===== src/amcm_pkg.sv =====
// constants, register map and carrier types of the amp clock and monitor core
package amcm_pkg;

  // clock and derived cycle counts
  localparam int unsigned CLK_MHZ          = 200;
  localparam int unsigned CONV_TIME_NS     = 1500;
  localparam int unsigned CONV_CYCLES      = (CONV_TIME_NS * CLK_MHZ) / 1000;
  localparam int unsigned RAMP_STEP_NS     = 80;
  localparam int unsigned RAMP_STEP_CYCLES = (RAMP_STEP_NS * CLK_MHZ) / 1000;
  localparam int unsigned FRAME_TIMEOUT_NS = 200000;
  localparam int unsigned FRAME_TIMEOUT_CYCLES =
    (FRAME_TIMEOUT_NS * CLK_MHZ) / 1000;

  // register byte offsets
  localparam logic [7:0] ADDR_CTRL       = 8'h00;
  localparam logic [7:0] ADDR_STATUS     = 8'h04;
  localparam logic [7:0] ADDR_SUPPLY     = 8'h08;
  localparam logic [7:0] ADDR_TEMP       = 8'h0C;
  localparam logic [7:0] ADDR_IRQ_STATUS = 8'h10;
  localparam logic [7:0] ADDR_IRQ_CLEAR  = 8'h14;
  localparam logic [7:0] ADDR_IRQ_ENABLE = 8'h18;
  localparam logic [7:0] ADDR_RATIO      = 8'h1C;

  // sample rate families
  typedef enum logic [1:0] {
    RATE_SINGLE,
    RATE_DOUBLE,
    RATE_QUAD,
    RATE_RSVD
  } amcm_rate_t;

  // control register layout, bit 0 first from the right
  typedef struct packed {
    logic [1:0] sample_rate_select;
    logic       voltage_sense_powerdown;
    logic       current_sense_powerdown;
    logic       ramp_family_441;
    logic       switch_sync_to_audio;
    logic       spread_spectrum_en;
  } amcm_ctrl_t;
  localparam int unsigned CTRL_W     = 7;
  localparam logic [6:0]  CTRL_RESET = 7'h01;

  // switching carrier controls toward the modulator
  typedef struct packed {
    logic spread_en;
    logic sync_en;
    logic ramp_441;
    logic sync_pulse;
  } amcm_carrier_t;

  // one sense sample
  localparam int unsigned SENSE_W = 16;
  typedef struct packed {
    logic               valid;
    logic [SENSE_W-1:0] data;
  } amcm_sense_t;

  // interrupt bit positions
  localparam int unsigned IRQ_W         = 4;
  localparam int unsigned IRQ_CLK_FAULT = 0;
  localparam int unsigned IRQ_CLK_OK    = 1;
  localparam int unsigned IRQ_SUPPLY    = 2;
  localparam int unsigned IRQ_TEMP      = 3;

  // frame counts and gain
  localparam int unsigned CNT_W    = 10;
  localparam logic [9:0]  CNT_MAX  = 10'h3FF;
  localparam logic [9:0]  RATIO_64  = 10'h040;
  localparam logic [9:0]  RATIO_96  = 10'h060;
  localparam logic [9:0]  RATIO_128 = 10'h080;
  localparam logic [9:0]  RATIO_192 = 10'h0C0;
  localparam logic [9:0]  RATIO_256 = 10'h100;
  localparam logic [9:0]  RATIO_384 = 10'h180;
  localparam logic [9:0]  RATIO_512 = 10'h200;
  localparam logic [7:0]  GAIN_FULL = 8'hFF;
  localparam logic [7:0]  GAIN_ZERO = 8'h00;

endpackage : amcm_pkg


===== src/amcm_sar_seq.sv =====
// interleaved supply and die temperature converter sequencer
`timescale 1ns/100ps
module amcm_sar_seq #(
  parameter int unsigned CONV_CYCLES = amcm_pkg::CONV_CYCLES
) (
  input  wire logic        pclk,
  input  wire logic        presetn,
  input  wire logic [11:0] sar_code,
  output logic             sar_start,
  output logic             sar_channel,
  output logic [11:0]      supply_result,
  output logic [11:0]      temp_result,
  output logic             supply_valid,
  output logic             temp_valid
);
  localparam int unsigned CW = $clog2(CONV_CYCLES);

  logic [CW-1:0] cnt_reg, cnt_next;
  logic          chan_reg, chan_next;
  logic          start_reg, start_next;
  logic          primed_reg, primed_next;
  logic [11:0]   supply_reg, supply_next;
  logic [11:0]   temp_reg, temp_next;
  logic          sval_reg, sval_next;
  logic          tval_reg, tval_next;
  logic          last;

  // conversion timer, channel toggle and whole-word result capture
  always_comb begin
    last        = (cnt_reg == CW'(CONV_CYCLES - 1));
    cnt_next    = last ? '0 : cnt_reg + CW'(1);
    chan_next   = last ? ~chan_reg : chan_reg;
    start_next  = last;
    primed_next = primed_reg | last;
    supply_next = supply_reg;
    temp_next   = temp_reg;
    sval_next   = 1'b0;
    tval_next   = 1'b0;
    if (last && primed_reg && !chan_reg) begin
      supply_next = sar_code;
      sval_next   = 1'b1;
    end
    if (last && primed_reg && chan_reg) begin
      temp_next = sar_code;
      tval_next = 1'b1;
    end
  end

  // sequencer state; counter starts at its end so conversion 0 begins at once
  always_ff @(posedge pclk or negedge presetn) begin
    if (!presetn) begin
      cnt_reg    <= CW'(CONV_CYCLES - 1);
      chan_reg   <= 1'b1;
      start_reg  <= 1'b0;
      primed_reg <= 1'b0;
      supply_reg <= 12'h000;
      temp_reg   <= 12'h000;
      sval_reg   <= 1'b0;
      tval_reg   <= 1'b0;
    end else begin
      cnt_reg    <= cnt_next;
      chan_reg   <= chan_next;
      start_reg  <= start_next;
      primed_reg <= primed_next;
      supply_reg <= supply_next;
      temp_reg   <= temp_next;
      sval_reg   <= sval_next;
      tval_reg   <= tval_next;
    end
  end

  assign sar_start     = start_reg;
  assign sar_channel   = chan_reg;
  assign supply_result = supply_reg;
  assign temp_result   = temp_reg;
  assign supply_valid  = sval_reg;
  assign temp_valid    = tval_reg;
endmodule : amcm_sar_seq


===== src/amcm_core.sv =====
// amp clock and monitor core: apb registers, clock check, ramp and monitors
`timescale 1ns/100ps
module amcm_core #(
  parameter int unsigned FRAME_TIMEOUT = amcm_pkg::FRAME_TIMEOUT_CYCLES,
  parameter int unsigned CONV_CYCLES   = amcm_pkg::CONV_CYCLES
) (
  input  wire logic                  pclk,
  input  wire logic                  presetn,
  input  wire logic                  psel,
  input  wire logic                  penable,
  input  wire logic                  pwrite,
  input  wire logic [7:0]            paddr,
  input  wire logic [31:0]           pwdata,
  input  wire logic [3:0]            pstrb,
  output logic [31:0]                prdata,
  output logic                       pready,
  output logic                       pslverr,
  output logic                       irq,
  input  wire logic                  serial_bit_clock,
  input  wire logic                  frame_sync_in,
  input  wire logic [11:0]           sar_code,
  output logic                       sar_start,
  output logic                       sar_channel,
  output logic [11:0]                supply_to_limiter,
  output logic                       supply_to_limiter_valid,
  input  wire amcm_pkg::amcm_sense_t isense_in,
  input  wire amcm_pkg::amcm_sense_t vsense_in,
  output amcm_pkg::amcm_sense_t      isense_out,
  output amcm_pkg::amcm_sense_t      vsense_out,
  output logic                       current_sense_powerdown,
  output logic                       voltage_sense_powerdown,
  output amcm_pkg::amcm_carrier_t    carrier,
  output logic [7:0]                 playback_gain
);
  localparam int unsigned TO_W = $clog2(FRAME_TIMEOUT + 1);
  localparam int unsigned RW   = $clog2(amcm_pkg::RAMP_STEP_CYCLES);
  localparam int unsigned IW   = amcm_pkg::IRQ_W;

  amcm_pkg::amcm_ctrl_t    ctrl_reg, ctrl_next;
  amcm_pkg::amcm_carrier_t car_reg, car_next;
  amcm_pkg::amcm_sense_t   isns_reg, isns_next;
  amcm_pkg::amcm_sense_t   vsns_reg, vsns_next;
  logic [IW-1:0]           ist_reg, ist_next;
  logic [IW-1:0]           ien_reg, ien_next;
  logic [IW-1:0]           ev;
  logic [31:0]             rd_reg, rd_next;
  logic [31:0]             rmux;
  logic                    mapped, apb_wr, wr0;
  logic                    bclk_meta_reg, bclk_sync_reg, bclk_prev_reg;
  logic                    fs_meta_reg, fs_sync_reg, fs_prev_reg;
  logic                    bclk_edge, fs_edge;
  logic [9:0]              edge_cnt_reg, edge_cnt_next;
  logic [9:0]              ratio_reg, ratio_next;
  logic                    clk_ok_reg, clk_ok_next;
  logic                    seen_reg, seen_next;
  logic [TO_W-1:0]         to_cnt_reg, to_cnt_next;
  logic                    timeout;
  logic [RW-1:0]           step_reg, step_next;
  logic                    step_tick;
  logic [7:0]              gain_reg, gain_next;
  logic [11:0]             supply_res, temp_res;
  logic                    supply_vld, temp_vld;

  // allowed frame lengths per sample rate family
  function automatic logic ratio_ok(input logic [9:0] n,
                                    input logic [1:0] rate);
    logic q;
    logic d;
    logic s;
    q = (n == amcm_pkg::RATIO_64) || (n == amcm_pkg::RATIO_96) ||
        (n == amcm_pkg::RATIO_128);
    d = q || (n == amcm_pkg::RATIO_192) || (n == amcm_pkg::RATIO_256);
    s = d || (n == amcm_pkg::RATIO_384) || (n == amcm_pkg::RATIO_512);
    case (rate)
      amcm_pkg::RATE_SINGLE: ratio_ok = s;
      amcm_pkg::RATE_DOUBLE: ratio_ok = d;
      amcm_pkg::RATE_QUAD:   ratio_ok = q;
      default:               ratio_ok = 1'b0;
    endcase
  endfunction : ratio_ok

  // converter sequencing and result capture
  amcm_sar_seq #(
    .CONV_CYCLES (CONV_CYCLES)
  ) u_sar (
    .pclk          (pclk),
    .presetn       (presetn),
    .sar_code      (sar_code),
    .sar_start     (sar_start),
    .sar_channel   (sar_channel),
    .supply_result (supply_res),
    .temp_result   (temp_res),
    .supply_valid  (supply_vld),
    .temp_valid    (temp_vld)
  );
  assign supply_to_limiter       = supply_res;
  assign supply_to_limiter_valid = supply_vld;

  // apb decode; zero wait states, error on unmapped offsets
  always_comb begin
    mapped = 1'b1;
    rmux   = 32'h0000_0000;
    case (paddr)
      amcm_pkg::ADDR_CTRL:       rmux[6:0]   = ctrl_reg;
      amcm_pkg::ADDR_STATUS:     rmux[15:0]  = {gain_reg, 6'h00,
                                   gain_reg == amcm_pkg::GAIN_ZERO,
                                   clk_ok_reg};
      amcm_pkg::ADDR_SUPPLY:     rmux[11:0]  = supply_res;
      amcm_pkg::ADDR_TEMP:       rmux[11:0]  = temp_res;
      amcm_pkg::ADDR_IRQ_STATUS: rmux[IW-1:0] = ist_reg;
      amcm_pkg::ADDR_IRQ_CLEAR:  rmux        = 32'h0000_0000;
      amcm_pkg::ADDR_IRQ_ENABLE: rmux[IW-1:0] = ien_reg;
      amcm_pkg::ADDR_RATIO:      rmux[9:0]   = ratio_reg;
      default:                   mapped      = 1'b0;
    endcase
    apb_wr  = psel && penable && pwrite;
    wr0     = apb_wr && pstrb[0];
    rd_next = (psel && !penable && !pwrite) ? rmux : rd_reg;
  end
  assign pready  = 1'b1;
  assign pslverr = psel && penable && !mapped;
  assign prdata  = rd_reg;

  // software writable registers and sticky interrupt status
  always_comb begin
    ctrl_next = ctrl_reg;
    ien_next  = ien_reg;
    if (wr0 && paddr == amcm_pkg::ADDR_CTRL)
      ctrl_next = amcm_pkg::amcm_ctrl_t'(pwdata[amcm_pkg::CTRL_W-1:0]);
    if (wr0 && paddr == amcm_pkg::ADDR_IRQ_ENABLE)
      ien_next = pwdata[IW-1:0];
    ev = '0;
    ev[amcm_pkg::IRQ_CLK_FAULT] = clk_ok_reg && !clk_ok_next;
    ev[amcm_pkg::IRQ_CLK_OK]    = !clk_ok_reg && clk_ok_next;
    ev[amcm_pkg::IRQ_SUPPLY]    = supply_vld;
    ev[amcm_pkg::IRQ_TEMP]      = temp_vld;
    ist_next = ist_reg;
    if (wr0 && paddr == amcm_pkg::ADDR_IRQ_CLEAR)
      ist_next = ist_reg & ~pwdata[IW-1:0];
    ist_next = ist_next | ev;                                 // set wins
  end

  always_ff @(posedge pclk or negedge presetn) begin
    if (!presetn) begin
      ctrl_reg <= amcm_pkg::amcm_ctrl_t'(amcm_pkg::CTRL_RESET);
      ien_reg  <= '0;
      ist_reg  <= '0;
      rd_reg   <= 32'h0000_0000;
    end else begin
      ctrl_reg <= ctrl_next;
      ien_reg  <= ien_next;
      ist_reg  <= ist_next;
      rd_reg   <= rd_next;
    end
  end
  assign irq = |(ist_reg & ien_reg);

  // two-stage synchronisers and edge finders for the audio clocks
  always_ff @(posedge pclk or negedge presetn) begin
    if (!presetn) begin
      bclk_meta_reg <= 1'b0;
      bclk_sync_reg <= 1'b0;
      bclk_prev_reg <= 1'b0;
      fs_meta_reg   <= 1'b0;
      fs_sync_reg   <= 1'b0;
      fs_prev_reg   <= 1'b0;
    end else begin
      bclk_meta_reg <= serial_bit_clock;
      bclk_sync_reg <= bclk_meta_reg;
      bclk_prev_reg <= bclk_sync_reg;
      fs_meta_reg   <= frame_sync_in;
      fs_sync_reg   <= fs_meta_reg;
      fs_prev_reg   <= fs_sync_reg;
    end
  end
  assign bclk_edge = bclk_sync_reg && !bclk_prev_reg;
  assign fs_edge   = fs_sync_reg && !fs_prev_reg;

  // frame length measurement, validity and lost-frame timeout
  always_comb begin
    timeout       = (to_cnt_reg == TO_W'(FRAME_TIMEOUT));
    edge_cnt_next = edge_cnt_reg;
    ratio_next    = ratio_reg;
    clk_ok_next   = clk_ok_reg;
    seen_next     = seen_reg;
    to_cnt_next   = timeout ? to_cnt_reg : to_cnt_reg + TO_W'(1);
    if (fs_edge) begin
      ratio_next    = edge_cnt_reg;
      clk_ok_next   = seen_reg &&
                      ratio_ok(edge_cnt_reg, ctrl_reg.sample_rate_select);
      seen_next     = 1'b1;
      edge_cnt_next = bclk_edge ? 10'h001 : 10'h000;
      to_cnt_next   = '0;
    end else begin
      if (bclk_edge && edge_cnt_reg != amcm_pkg::CNT_MAX)
        edge_cnt_next = edge_cnt_reg + 10'h001;
      if (timeout) begin
        clk_ok_next = 1'b0;
        seen_next   = 1'b0;
      end
    end
  end

  always_ff @(posedge pclk or negedge presetn) begin
    if (!presetn) begin
      edge_cnt_reg <= 10'h000;
      ratio_reg    <= 10'h000;
      clk_ok_reg   <= 1'b0;
      seen_reg     <= 1'b0;
      to_cnt_reg   <= '0;
    end else begin
      edge_cnt_reg <= edge_cnt_next;
      ratio_reg    <= ratio_next;
      clk_ok_reg   <= clk_ok_next;
      seen_reg     <= seen_next;
      to_cnt_reg   <= to_cnt_next;
    end
  end

  // playback gain ramp: down on a bad clock, back up once it is good
  always_comb begin
    step_tick = (step_reg == RW'(amcm_pkg::RAMP_STEP_CYCLES - 1));
    step_next = step_reg + RW'(1);
    gain_next = gain_reg;
    if (step_tick && !clk_ok_reg && gain_reg != amcm_pkg::GAIN_ZERO)
      gain_next = gain_reg - 8'h01;
    if (step_tick && clk_ok_reg && gain_reg != amcm_pkg::GAIN_FULL)
      gain_next = gain_reg + 8'h01;
  end

  always_ff @(posedge pclk or negedge presetn) begin
    if (!presetn) begin
      step_reg <= '0;
      gain_reg <= amcm_pkg::GAIN_ZERO;
    end else begin
      step_reg <= step_next;
      gain_reg <= gain_next;
    end
  end
  assign playback_gain = gain_reg;

  // carrier controls and sense sample gating
  always_comb begin
    car_next.spread_en  = ctrl_reg.spread_spectrum_en;
    car_next.sync_en    = ctrl_reg.switch_sync_to_audio;
    car_next.ramp_441   = ctrl_reg.ramp_family_441;
    car_next.sync_pulse = ctrl_reg.switch_sync_to_audio && fs_edge;
    isns_next.valid = isense_in.valid;
    isns_next.data  = ctrl_reg.current_sense_powerdown ?
                      '0 : isense_in.data;
    vsns_next.valid = vsense_in.valid;
    vsns_next.data  = ctrl_reg.voltage_sense_powerdown ?
                      '0 : vsense_in.data;
  end

  always_ff @(posedge pclk or negedge presetn) begin
    if (!presetn) begin
      car_reg  <= '0;
      isns_reg <= '0;
      vsns_reg <= '0;
    end else begin
      car_reg  <= car_next;
      isns_reg <= isns_next;
      vsns_reg <= vsns_next;
    end
  end
  assign carrier                 = car_reg;
  assign isense_out              = isns_reg;
  assign vsense_out              = vsns_reg;
  assign current_sense_powerdown = ctrl_reg.current_sense_powerdown;
  assign voltage_sense_powerdown = ctrl_reg.voltage_sense_powerdown;
endmodule : amcm_core


===== config.mk =====
export PLATFORM = sky130hd
export DESIGN_NAME = amcm_core
export DESIGN_NICKNAME = d
export VERILOG_FILES = /design/src/amcm_pkg.sv /design/src/amcm_sar_seq.sv /design/src/amcm_core.sv
export SDC_FILE = /design/constraint.sdc
export NUM_CORES = 1
export LEC_CHECK = 0
export BUFFER_PORTS_ARGS = -buffer_cell sky130_fd_sc_hd__clkbuf_2
export CORE_UTILIZATION = 48
export CTS_BUF_LIST = sky130_fd_sc_hd__clkbuf_16
export CTS_CLUSTER_SIZE = 12
export DETAILED_ROUTE_END_ITERATION = 8
export PLACE_DENSITY = 0.88
export REMOVE_ABC_BUFFERS = 1
export SLEW_MARGIN = 10
export SYNTH_ARGS = -nofsm -noshare
export SYNTH_HDL_FRONTEND = slang
export SYNTH_SLANG_ARGS = --single-unit

===== constraint.sdc =====
create_clock -name pclk -period 2.4 [get_ports pclk]
set_input_delay 0.24 -clock pclk [delete_from_list [all_inputs] [get_ports pclk]]
set_output_delay 0.24 -clock pclk [all_outputs]
set_load 0.01 [all_outputs]

Yosys cells after proc, flatten, opt, wreduce, memory -nomap -nowiden. Cells that the tools add are included.

Register bits: 163. Logic and storage cells: 143.

$add $sub $neg: 6. Equal/unequal tests: 22. Multiplexer cells: 25. Bitwise gates (word level): 6. Reductions and logical operators: 46.

Operator list (count): $mux 16 (4); $eq 8x5->1 const B (4); $pmux 4 s7 (1); $pmux 3 s4 (2); $logic_and 1x1->1 (23); $eq 10x7->1 const B (2); $eq 10x8->1 const B (2); $eq 10x9->1 const B (2); $mux 10 (2); $add 16x1->16 const B (1); $eq 16x16->1 const B (1); $eq 8x4->1 const B (2); $logic_not 8->1 (2); $mux 8 (2); $add 10x1->10 const B (1); $eq 10x10->1 const B (1); $ne 10x10->1 const B (1); $add 9x1->9 const B (1); $eq 9x9->1 const B (1); $mux 1 (9); $mux 9 (1); $add 8x1->8 const B (1); $and 4x4->4 (2); $eq 8x3->1 const B (1); 21 further kinds (36).

Depth between registers and ports, before layout.
Depth in word-level cells: 14. Gate-level depth with buffers: 10. Mapped depth without buffers: 10.

Modules after synthesis. Synthesis repeated with hierarchy kept, for this count alone.

Cell total of the unflattened synthesis: 647. Area, all modules: 7325.8 µm².

Modules (own cells, without submodules): amcm_core (times used 1, cells an instance 544, area an instance 5789.3 µm²); amcm_sar_seq (times used 1, cells an instance 103, area an instance 1536.5 µm²).

Worst setup path after synthesis. OpenSTA, ideal clock, no wires.

Path kind: reg-to-reg. Start point: register step_reg[0]. End point: register gain_reg[7] (netlist: playback_gain[7]). Arrival: 2.463 ns. Required time: 2.273 ns. Setup slack: -0.190 ns. Stages on the path, launching flop included: 11. Period minus slack after synthesis: 2.590 ns. Cells stage by stage: dfrtp_1 ha_1 nand3_1 or2_2 ha_1 a21o_1 a21oi_1 o21ai_0 a31oi_1 mux2_2 xnor2_1.

Cells in the longest elaborated chain, start to end: 4. Elaborated cells on any way between the ends: 7.

RTL lines: start: declaration (line amcm_core.sv:58) `logic [RW-1:0] step_reg, step_next;`; start signal: assignment (line amcm_core.sv:236) `step_reg <= step_next;`; $eq 4x4->1 * (line amcm_core.sv:222) `step_tick = (step_reg == RW'(amcm_pkg::RAMP_STEP_CYCLES - 1));`; $logic_and 1x1->1, on equally long branches (2 in a row) (line amcm_core.sv:227, amcm_core.sv:225); $mux 8 / $reduce_bool 2->1 (equally long branches); end signal: assignment (line amcm_core.sv:234) `gain_reg <= amcm_pkg::GAIN_ZERO;`; end signal: assignment (line amcm_core.sv:237) `gain_reg <= gain_next;`; end: declaration (line amcm_core.sv:60) `logic [7:0] gain_reg, gain_next;`.

Every way passes the cells marked *; elsewhere a longest branch is shown, timed or not. A chain may end at the register's enable or synchronous reset.

Worst setup path in the final report. Ends and elaborated chain as after synthesis.

==> impl_metrics.env <==
export IMPL_status="completed"
export IMPL_drt_initial_drc_count=466
export IMPL_worstHoldStart="sar_code[0]"
export IMPL_r2r_start="step_reg[0]$_DFF_PN0_"
export IMPL_dr_wl_met3_um=992
export IMPL_yosys_cell_types_count=62
export IMPL_most_common_layout_cells="dfrtp_1 (156), clkbuf_2 (148), nand2_1 (103)"
export IMPL_crit_arrival_ns=2.66
export IMPL_max_cap_violations=0
export IMPL_crit_path_start_kind="register"
export IMPL_synth_edf_count=0
export IMPL_n_antenna_cell=0
export IMPL_worstSkewPairLatency_ns=0.43
export IMPL_tns_ns=0
export IMPL_die_h_um=124.7
export IMPL_report_final_hold_viol_count=0
export IMPL_hpwl_um=11810
export IMPL_viasPerCell=5.395
export IMPL_dpl_instance_area_um2=8304
export IMPL_top_layer="met5"
export IMPL_fin_area_um2=9120
export IMPL_syn_area_um2=7221
export IMPL_routed_via_count=5551
export IMPL_ios=195
export IMPL_fillers=1034
export IMPL_crit_start="step_reg[0]$_DFF_PN0_"
export IMPL_numPortBuffers=149
export IMPL_syn2layout_area_growth_pct=26.30
export IMPL_required_ns=2.71
export IMPL_grt_pass1_wl_um=27030
export IMPL_cts_root_buf="clkbuf_16"
export IMPL_setup_violations_final=0
export IMPL_cts_tree="done"
export IMPL_async_flop_share_pct=100.0
export IMPL_avgSynthCellArea_um2=11.14
export IMPL_power_density_nw_per_um2=672.9
export IMPL_tightest_slew_ns=0.6463
export IMPL_synthTopCellsByArea="dfrtp_1 (54%), nand2_1 (5.4%), mux2_2 (4.8%)"
export IMPL_ir_drop_uv=498.9
export IMPL_clockBufferDepth=2
export IMPL_fin_nets=942
export IMPL_cts_buffers=17
export IMPL_layout_commonest_cell="dfrtp_1"
export IMPL_die_area_um2=15540
export IMPL_wl_met2_um=8521
export IMPL_fmax_ghz=0.4252
export IMPL_antenna_found_initial=1
export IMPL_setup_worst_path_class="register to register"
export IMPL_initial_core_util_pct=49.49
export IMPL_drive_gt1_share_pct=34.56
export IMPL_dr_pass1_iters=5
export IMPL_grt_max_degree=48
export IMPL_yosys_area_top_type="dfrtp_1"
export IMPL_post_synth_top_area_fraction_pct=54.06
export IMPL_first_global_vias=5403
export IMPL_place_congestion=0.8328
export IMPL_slew_headroom_pct=56.92
export IMPL_grt_overflow_total=0
export IMPL_synthCells=648
export IMPL_utilization_pct=62.51
export IMPL_cp_max_fo=4
export IMPL_htreeDepth=4
export IMPL_wl_met1_um=6824
export IMPL_end_kind="register"
export IMPL_finClkSkew_ns=0.01053
export IMPL_hold_class="input pin to register"
export IMPL_total_leakage_power_nw=4.585
export IMPL_rsz0062_at_grt="true"
export IMPL_die_width_um=124.7
export IMPL_route_detailed_drc=0
export IMPL_wl_per_cell_um=16.42
export IMPL_clk_pin_slew_ns=0.06
export IMPL_post_route_period_util_pct=97.99
export IMPL_routed_wl_um=16900
export IMPL_period_needed_ns=2.352
export IMPL_drv_slew=0
export IMPL_cts_sinks=163
export IMPL_ys_dominant_reg_cell="dfrtp_1"
export IMPL_ant_nets=0
export IMPL_ys_ff_latch=163
export IMPL_yosysSeqAreaShare_pct=56.61
export IMPL_ys_warn_count=0
export IMPL_rows=44
export IMPL_design_core_area_um2=14590
export IMPL_track_usage_pct=22.27
-- synthesized netlist by cell type (all sizes together) (2+ instances only) --
cell	instances
dfrtp	156
nand2	103
nor2	43
mux2	36
nor2b	36
buf	24
xor2	23
nand3	20
o21ai	19
a21oi	18
clkbuf	16
a22o	15
ha	12
xnor2	12
inv	11
nand4	10
a22oi	9
and2	8
and3	8
dfstp	7
mux2i	7
nor3	7
a21o	5
nand2b	3
nor4	3
or3	3
or4	3
a222oi	2
and4	2
conb	2
nand3b	2
o2bb2ai	2
o31ai	2
or2	2
-- power breakdown --
group,switching (mW),internal (mW),total (mW)
clock network,1.14,1.67,2.81
registers,0.0690,2.84,2.91
logic,0.246,0.176,0.421
total,1.46,4.68,6.14
-- cell type report --
cell class / instances / area, µm² / share of cell area [%]
Sequential cell: 163 / 4088 / 44.82
Clock buffer: 17 / 425.4 / 4.665
Multi-Input combinational cell: 449 / 3050 / 33.45
Clock inverter: 15 / 192.7 / 2.113
Inverter: 11 / 41.29 / 0.4527
Tap cell: 184 / 230.2 / 2.524
Timing Repair Buffer: 190 / 1092 / 11.98
-- worst paths after layout --
kind / slack (ns) / end / depth (start not counted)
setup / recovery: 0.05 / playback_gain[7]$_DFFE_PN0P_ / 10
hold / removal: 0.02 / u_sar.supply_result[0]$_DFFE_PN0P_ / 3
setup reg to reg: 0.05 / playback_gain[7]$_DFFE_PN0P_ / 10
hold reg to reg: 0.35 / fs_sync_reg$_DFF_PN0_ / 0
max in group asynchronous: 1.33 / car_next[3]$_DFFE_PN1P_ / 3
min in group asynchronous: 0.29 / u_sar.supply_result[2]$_DFFE_PN0P_ / 2
-- critical path, cell delays in order (launching register included) --
cell and delay, ns:
dfrtp_1 0.39, ha_4 0.16, nand3_2 0.08, or2_4 0.29, buf_6 0.14, buf_6 0.12
ha_4 0.24, a21o_1 0.16, a31oi_2 0.16, mux2_4 0.33, xnor2_2 0.14
-- per-layer routing --
layer | GRT usage [%] | vias to the layer above
met5 | 0 | -
met4 | 9.993 | 2
met3 | 5.584 | 44
met2 | 36.79 | 219
met1 | 27.53 | 2731
li1 | - | 2555
-- metrics by stage --
stage	instances	setup slack [ns]	hold slack (ns)	total power, mW
6_report	1029	0.04828	0.01601	6.137
5_1_grt	1029	-0.08246	0.01599	6.378
4_1_cts	1028	0.009127	0.008698	6.179
3_5_place_dp	990	-0.2496	0.1907	3.368
3_3_place_gp	990	-0.06063	0.1908	3.356
2_1_floorplan	623	-0.1899	-0.05559	3.136
-- cells by family (layout without fill, tap and decap cells) --
family,after synthesis,in the layout,synth area share [%]
AOI/OAI and AO/OA,82,82,7.729
xor gates and xnor gates,35,35,4.245
adders and majority gates,13,13,2.357
buffers and inverters,51,233,3.691
DFF,163,163,56.61
muxes,44,44,7.156
other,2,17,0.1040
and+or+nand+nor,258,258,18.11
-- repair_timing --
item	4_1_cts	5_1_grt
setup buffers	1	1
pin swaps	4	8
endpoints found under the hold margin	47	0
hold buffers	5	0
setup endpoints to repair	3	3
gates resized for setup	11	12
Power figures use the tool's default switching activity.
